<file path="src/pfc_pkg.sv">
// pin-function control package: register map, field masks, modes, pin function codes
// assumes a 32-bit apb slave with 8-bit byte addresses
package pfc_pkg;

  localparam int unsigned PFC_AW = 8;
  localparam int unsigned PFC_DW = 32;
  localparam int unsigned PFC_RW = 16;
  localparam int unsigned PFC_PD_PINS = 12;
  localparam int unsigned PFC_PE_PINS = 16;

  // byte offsets
  localparam logic [7:0] PFC_OFF_PD_LOW = 8'h00;
  localparam logic [7:0] PFC_OFF_PE_DIR = 8'h04;
  localparam logic [7:0] PFC_OFF_PE_UP = 8'h08;
  localparam logic [7:0] PFC_OFF_PE_LO = 8'h0C;
  localparam logic [7:0] PFC_OFF_STAT_D = 8'h10;
  localparam logic [7:0] PFC_OFF_STAT_E = 8'h14;

  // reset values
  localparam logic [15:0] PFC_RST_PD_LOW = 16'h0000;
  localparam logic [15:0] PFC_RST_PE_DIR = 16'h0000;
  localparam logic [15:0] PFC_RST_PE_UP = 16'h0000;
  localparam logic [15:0] PFC_RST_PE_LO = 16'h0000;

  // writable bits; the rest read as zero
  localparam logic [15:0] PFC_WMASK_PE_UP = 16'hFD55;
  localparam logic [15:0] PFC_WMASK_PE_LO = 16'h55FF;

  // port e pins with a two-bit select field
  localparam logic [15:0] PFC_PE_WIDE = 16'hE00F;
  // port e pins whose strobe or dma-ack choice is dropped in single-chip mode
  localparam logic [15:0] PFC_PE_ALT_KILL = 16'hC00F;

  // status field positions
  localparam int unsigned PFC_STAT_MODE_LSB = 12;

  typedef enum logic [1:0] {
    PFC_EXT_ROM_OFF,
    PFC_EXT_ROM_ON,
    PFC_SINGLE_CHIP
  } pfc_mode_t;

  typedef enum logic [1:0] {
    PFC_FN_GPIO,
    PFC_FN_TIMER,
    PFC_FN_ALT
  } pfc_func_t;

  typedef struct packed {
    pfc_func_t func;
    logic dir_eff;
    logic oe;
  } pfc_pin_ctl_t;

endpackage

</file>
<file path="src/pfc_pin_dec.sv">
// one port e pin: decodes its select field and direction bit
// ignores code bit 1 for single-bit fields
`timescale 1ns/1ps
module pfc_pin_dec #(
  parameter bit WIDE = 1'b0,
  parameter bit ALT_KILL = 1'b0
) (
  input wire logic [1:0] code,
  input wire logic single_chip,
  input wire logic dir,
  output pfc_pkg::pfc_pin_ctl_t ctl
);
  import pfc_pkg::*;

  wire [1:0] sel = WIDE ? code : {1'b0, code[0]};
  wire alt_dropped = ALT_KILL && single_chip;
  wire is_gpio = (sel == 2'h0) || (sel[1] && alt_dropped);
  wire is_timer = (sel == 2'h1);
  wire eff = is_gpio || is_timer;

  assign ctl.func = is_gpio ? PFC_FN_GPIO : (is_timer ? PFC_FN_TIMER : PFC_FN_ALT);
  assign ctl.dir_eff = eff;
  assign ctl.oe = eff && dir;

endmodule // pfc_pin_dec

</file>
<file path="src/pfc_ctrl.sv">
// pin-function controller for the low port d pins and all of port e
// assumes presetn is the external power-on reset; other resets never reach it
//
// How it works
// low port d mode 0 gives general i/o
// low port d mode 1 gives data bus
// rom disabled forces data bus always
// single-chip forces general i/o always
// 16-bit read/write port e direction register
// direction used only for gpio or timer
// other functions ignore the direction bit
// effective direction 1 makes an output
// effective direction 0 makes an input
// direction register clears on power-on reset
// direction survives every other reset kind
// two 16-bit port e select registers
// first select register drives upper pins
// second select register drives lower pins
// mode may drop strobe and dma-ack choices
// select registers clear only on power-on
// port d select honoured in rom-on mode
// reserved select bits read zero
`timescale 1ns/1ps
module pfc_ctrl (
  input wire logic pclk,
  input wire logic presetn,
  input wire logic psel,
  input wire logic penable,
  input wire logic pwrite,
  input wire logic [pfc_pkg::PFC_AW-1:0] paddr,
  input wire logic [pfc_pkg::PFC_DW-1:0] pwdata,
  output logic [pfc_pkg::PFC_DW-1:0] prdata,
  output logic pready,
  output logic pslverr,
  input pfc_pkg::pfc_mode_t op_mode,
  output logic [pfc_pkg::PFC_PD_PINS-1:0] port_d_bus_sel,
  output pfc_pkg::pfc_pin_ctl_t [pfc_pkg::PFC_PE_PINS-1:0] port_e_ctl
);
  import pfc_pkg::*;

  logic [PFC_RW-1:0] port_d_low_func_sel_r;
  logic [PFC_RW-1:0] port_e_direction_r;
  logic [PFC_RW-1:0] port_e_func_sel_upper_r;
  logic [PFC_RW-1:0] port_e_func_sel_lower_r;
  logic [PFC_DW-1:0] prdata_r;
  logic [PFC_DW-1:0] prdata_nxt;

  // bus decode
  wire setup = psel && !penable;
  wire access = psel && penable;
  wire hit_pd = (paddr == PFC_OFF_PD_LOW);
  wire hit_dir = (paddr == PFC_OFF_PE_DIR);
  wire hit_up = (paddr == PFC_OFF_PE_UP);
  wire hit_lo = (paddr == PFC_OFF_PE_LO);
  wire hit_sd = (paddr == PFC_OFF_STAT_D);
  wire hit_se = (paddr == PFC_OFF_STAT_E);
  wire mapped = hit_pd || hit_dir || hit_up || hit_lo || hit_sd || hit_se;
  wire wr = access && pwrite && mapped;
  wire wr_pd = wr && hit_pd;
  wire wr_dir = wr && hit_dir;
  wire wr_up = wr && hit_up;
  wire wr_lo = wr && hit_lo;
  wire [PFC_RW-1:0] wdata16 = pwdata[PFC_RW-1:0];

  assign pready = 1'b1;
  assign pslverr = access && !mapped;
  assign prdata = prdata_r;

  // mode decode
  wire rom_off = (op_mode == PFC_EXT_ROM_OFF);
  wire rom_on = (op_mode == PFC_EXT_ROM_ON);
  wire single_chip = (op_mode == PFC_SINGLE_CHIP);

  // port d low pins
  wire [PFC_PD_PINS-1:0] pd_mode = port_d_low_func_sel_r[PFC_PD_PINS-1:0];
  wire [PFC_PD_PINS-1:0] pd_all = {PFC_PD_PINS{1'b1}};
  wire [PFC_PD_PINS-1:0] pd_none = {PFC_PD_PINS{1'b0}};
  wire [PFC_PD_PINS-1:0] pd_sel_rom_on = pd_mode;
  wire [PFC_PD_PINS-1:0] pd_sel_mode = rom_off ? pd_all : pd_none;

  assign port_d_bus_sel = rom_on ? pd_sel_rom_on : pd_sel_mode;

  // port e: upper register holds pins 15..8, lower holds pins 7..0
  wire [2*PFC_RW-1:0] pe_sel_all = {port_e_func_sel_upper_r, port_e_func_sel_lower_r};

  genvar gi;
  generate
    for (gi = 0; gi < PFC_PE_PINS; gi++) begin : g_pe
      pfc_pin_dec #(
        .WIDE(PFC_PE_WIDE[gi]),
        .ALT_KILL(PFC_PE_ALT_KILL[gi])
      ) u_dec (
        .code(pe_sel_all[2*gi +: 2]),
        .single_chip(single_chip),
        .dir(port_e_direction_r[gi]),
        .ctl(port_e_ctl[gi])
      );
    end
  endgenerate

  // status views
  logic [PFC_RW-1:0] pe_oe_vec;
  always_comb begin
    pe_oe_vec = '0;
    for (int i = 0; i < PFC_PE_PINS; i++) begin
      pe_oe_vec[i] = port_e_ctl[i].oe;
    end
  end

  wire [PFC_RW-1:0] stat_d = {2'h0, op_mode, 12'(port_d_bus_sel)};
  wire [PFC_RW-1:0] stat_e = pe_oe_vec;

  // read mux, captured in the setup cycle
  wire [PFC_RW-1:0] rd_pd = hit_pd ? port_d_low_func_sel_r : 16'h0000;
  wire [PFC_RW-1:0] rd_dir = hit_dir ? port_e_direction_r : 16'h0000;
  wire [PFC_RW-1:0] rd_up = hit_up ? port_e_func_sel_upper_r : 16'h0000;
  wire [PFC_RW-1:0] rd_lo = hit_lo ? port_e_func_sel_lower_r : 16'h0000;
  wire [PFC_RW-1:0] rd_sd = hit_sd ? stat_d : 16'h0000;
  wire [PFC_RW-1:0] rd_se = hit_se ? stat_e : 16'h0000;
  wire [PFC_RW-1:0] rd16 = rd_pd | rd_dir | rd_up | rd_lo | rd_sd | rd_se;

  assign prdata_nxt = setup ? {16'h0000, rd16} : prdata_r;

  always_ff @(posedge pclk or negedge presetn) begin
    if (!presetn) begin
      prdata_r <= 32'h0000_0000;
    end else begin
      prdata_r <= prdata_nxt;
    end
  end

  always_ff @(posedge pclk or negedge presetn) begin
    if (!presetn) begin
      port_d_low_func_sel_r <= PFC_RST_PD_LOW;
    end else if (wr_pd) begin
      port_d_low_func_sel_r <= wdata16;
    end
  end

  // only the power-on reset clears it
  always_ff @(posedge pclk or negedge presetn) begin
    if (!presetn) begin
      port_e_direction_r <= PFC_RST_PE_DIR;
    end else if (wr_dir) begin
      port_e_direction_r <= wdata16;
    end
  end

  always_ff @(posedge pclk or negedge presetn) begin
    if (!presetn) begin
      port_e_func_sel_upper_r <= PFC_RST_PE_UP;
    end else if (wr_up) begin
      port_e_func_sel_upper_r <= wdata16 & PFC_WMASK_PE_UP;
    end
  end

  always_ff @(posedge pclk or negedge presetn) begin
    if (!presetn) begin
      port_e_func_sel_lower_r <= PFC_RST_PE_LO;
    end else if (wr_lo) begin
      port_e_func_sel_lower_r <= wdata16 & PFC_WMASK_PE_LO;
    end
  end

  wire [PFC_PD_PINS-1:0] pd_mode_off = ~pd_mode;
endmodule // pfc_ctrl

</file>
<file path="config.mk">
export PLATFORM = sky130hd
export DESIGN_NAME = pfc_ctrl
export DESIGN_NICKNAME = d
export VERILOG_FILES = /design/src/pfc_pkg.sv /design/src/pfc_pin_dec.sv /design/src/pfc_ctrl.sv
export SDC_FILE = /design/constraint.sdc
export NUM_CORES = 1
export LEC_CHECK = 0
export BUFFER_PORTS_ARGS = -buffer_cell sky130_fd_sc_hd__buf_2
export CAP_MARGIN = 10
export CELL_PAD_IN_SITES_DETAIL_PLACEMENT = 1
export CELL_PAD_IN_SITES_GLOBAL_PLACEMENT = 2
export CORE_MARGIN = 2
export CORE_UTILIZATION = 29
export DETAILED_ROUTE_END_ITERATION = 10
export GPL_TIMING_DRIVEN = 0
export HOLD_SLACK_MARGIN = 0.03
export PLACE_DENSITY = 0.92
export SLEW_MARGIN = 40
export SYNTH_ARGS = -nofsm -noshare
export SYNTH_HDL_FRONTEND = slang
export SYNTH_SLANG_ARGS = --single-unit
</file>
<file path="constraint.sdc">
create_clock -name pclk -period 1.6 [get_ports pclk]
set_clock_uncertainty 0.1 [all_clocks]
set_input_delay 0.32 -clock pclk [delete_from_list [all_inputs] [get_ports pclk]]
set_output_delay 0.32 -clock pclk [all_outputs]
set_load 0.02 [all_outputs]
</file>
==> flow_summary.yaml <==
clock_network:
  cts.sinks: 71
  clk_pin_slew_ns: 0.06
  cts_max_level: 3
  cts_tree: "built"
  clockBufferDepth: 2
  cts_buffers: 9
  root_buffer: "clkbuf_16"
  clk_latency_ns: 0.33
drt:
  drc_errors: 0
  drtAntennaViolNets: 0
  drt_wl_total_um: 14900
  route.vias.total: 3446
  drt_iter0_drc: 176
  first_pass_iters: 4
  routed_via_density: 4.676
  wire_per_inst_um: 20.22
floorplanning:
  core-area_um2: 13240
  dieWidth_um: 120.6
  die_h_um: 120.6
  io_pins: 157
  rows: 42
  start_util_pct: 29.75
  dieArea_um2: 14530
finish:
  diodes: 0
  register_area_um2: 1783
  multi_input_area_um2: 1994
  layout-drive-gt1-share_pct: 56.15
  design_area_um2: 5974
  mostFrequentLayoutCell: "buf_4"
  layout_common_cells: "96 x buf_4, 85 x buf_2, 66 x dfrtp_1, 35 x conb_1, 32 x mux2_4"
  area_delta_synth_final_pct: 51.64
  nNetsFinal: 604
  fillers: 1496
critical_path:
  critPathKind: "primary input to flop"
  crit_arrival_ns: 1.92
  start_kind: "primary input"
  critPathRequiredTime_ns: 1.71
  endpoint_kind: "flop"
  crit_fanout: 5
logic_synthesis:
  yosysWarningCount: 0
  synth_cells: 375
  synth_edf_count: 0
  synth_area_um2: 3940
  syn_avg_cell_area_um2: 10.51
  synth-seq-cells: 71
  ys.flop_type: "dfrtp_1"
  synth_area_leaders: "dfrtp_1 45%, buf_4 12%, mux2_1 8.6%"
  synthArstFlopShare_pct: 100.0
  synth_top_area_cell: "dfrtp_1"
  ys_seq_area_share_pct: 45.09
  synth_cell_types: 41
  netlist.area_leader.share_pct: 45.09
job:
  maxCapViolations: 0
global_routing:
  antenna_found_initial: 0
  overflow: 0
  grt_pass1_vias: 3532
  grt_pass1_wl_um: 20560
  grt_use_total_pct: 18.86
  grt_max_degree: 38
power_and_ir_drop:
  leakagePower_nw: 3.196
  ir_drop_mv: 0.5540
  p_per_area_nw_per_um2: 728.7
place:
  hpwl_um: 9421
  port_buffers: 104
  place_ws_ns: -0.5628
  place.gp.congestion: 0.8512
  placed_area_um2: 4892
hold_path:
  hold_path_class: "primary input to flop"
timing:
  tightestPinTransition_ns: 0.5753
  slew_violations: 0
  rsz0062_at_grt: "yes"
  finalSetupViolations: 61
  hold_slack_ns: 0.1498
  hold_viol_final: 0
  fin_ws_ns: -0.2006
  slew-limit-headroom_pct: 61.53
  clock.fmax_mhz: 555.4
  finalSetupTns_ns: -7.100
  period_share_pct: 112.5
  fin_crit_ns: 1.801
run_status:
  violations: "setup timing"
  status: "finished with violations"
[synthesized netlist by cell type (9+ instances only)]
cell type  instances
a2bb2oi_1         10
dfrtp_1           71
mux2_1            30
nor2_1            21
nor2b_1           11
inv_1             24
mux2_2            27
a21oi_1           13
nand2_1           21
mux2i_1            9
buf_4             61
o21ai_0            9
clkbuf_1          12
[worst max-delay path: stages]
cell       delay, ns
buf_6           0.09
or3_4           0.44
nor3_4          0.24
buf_6           0.17
nand3_4         0.13
clkbuf_16       0.22
mux2_4          0.30
[flip-flops by register name (all words and copies together), names as in the netlist]
signal                   flops
port_e_func_sel_upper_r     11
port_e_func_sel_lower_r     12
prdata                      16
port_e_direction_r          16
port_d_low_func_sel_r       16
[timing repair]
action,4_1_cts,5_1_grt
cloned,2,3
setup endpoints to repair,86,79
setup buffers,5,23
pin swaps,4,12
hold buffers,1,0
endpoints found under the hold margin,36,0
gates resized for setup,54,89
[routing by layer]
layer / GRT usage [%] / vias up / part of all wire (%)
li1: - / 1577 / -
met1: 23.16 / 1714 / 39
met5: 0 / - / 0
met4: 5.596 / 0 / 1.3
met3: 4.670 / 18 / 7.3
met2: 32.66 / 137 / 52
[path summary, 6_finish.rpt]
kind / startpoint / endpoint / slack (ns) / depth (start not counted)
max: paddr[7] / port_e_func_sel_upper_r[0]$_DFFE_PN0P_ / -0.20 / 7
min: pwdata[1] / port_e_func_sel_lower_r[1]$_DFFE_PN0P_ / 0.15 / 2
max reg2reg: port_e_func_sel_lower_r[1]$_DFFE_PN0P_ / prdata[0]$_DFFE_PN0P_ / 0.27 / 4
min reg2reg: prdata[8]$_DFFE_PN0P_ / prdata[8]$_DFFE_PN0P_ / 0.41 / 2
max in group asynchronous: presetn / port_e_func_sel_upper_r[13]$_DFFE_PN0P_ / 0.51 / 3
min in group asynchronous: presetn / port_e_func_sel_upper_r[2]$_DFFE_PN0P_ / 0.35 / 2
[stage by stage]
stage / power, mW / std cells / utilization (%)
after floorplan: 2.152 / 408 / -
after global placement: 2.319 / 688 / 36.70
final: 4.354 / 737 / 45.12
after CTS: 4.300 / 712 / 41.17
after global routing: 4.503 / 737 / 45.12
after detailed placement: 2.340 / 689 / 36.94
[power by group]
part | switching, mW | leakage [nW] | total, mW | internal [mW]
Combinational | 0.352 | 2.07 | 0.587 | 0.235
Clock | 0.780 | 0.140 | 1.94 | 1.16
Sequential | 0.0134 | 0.983 | 1.82 | 1.81
[final cells by class]
class	instances	area share, %
multi-input combinational	236	33.38
sequential	71	29.84
timing repair buffer	139	16.57
buffer	76	10.26
clock buffer	12	4.461
tap	176	3.686
inverter	24	1.508
clock inverter	3	0.2932
[cell families after synthesis]
group,count (synthesis),share of synthesized area [%]
muxes,66,18.58
and+or+nand+nor,79,10.83
DFF,71,45.09
buffers and inverters,101,15.53
AOI/OAI and AO/OA,56,9.781
other,2,0.1906
No activity file was read; power rests on OpenSTA's default activity.
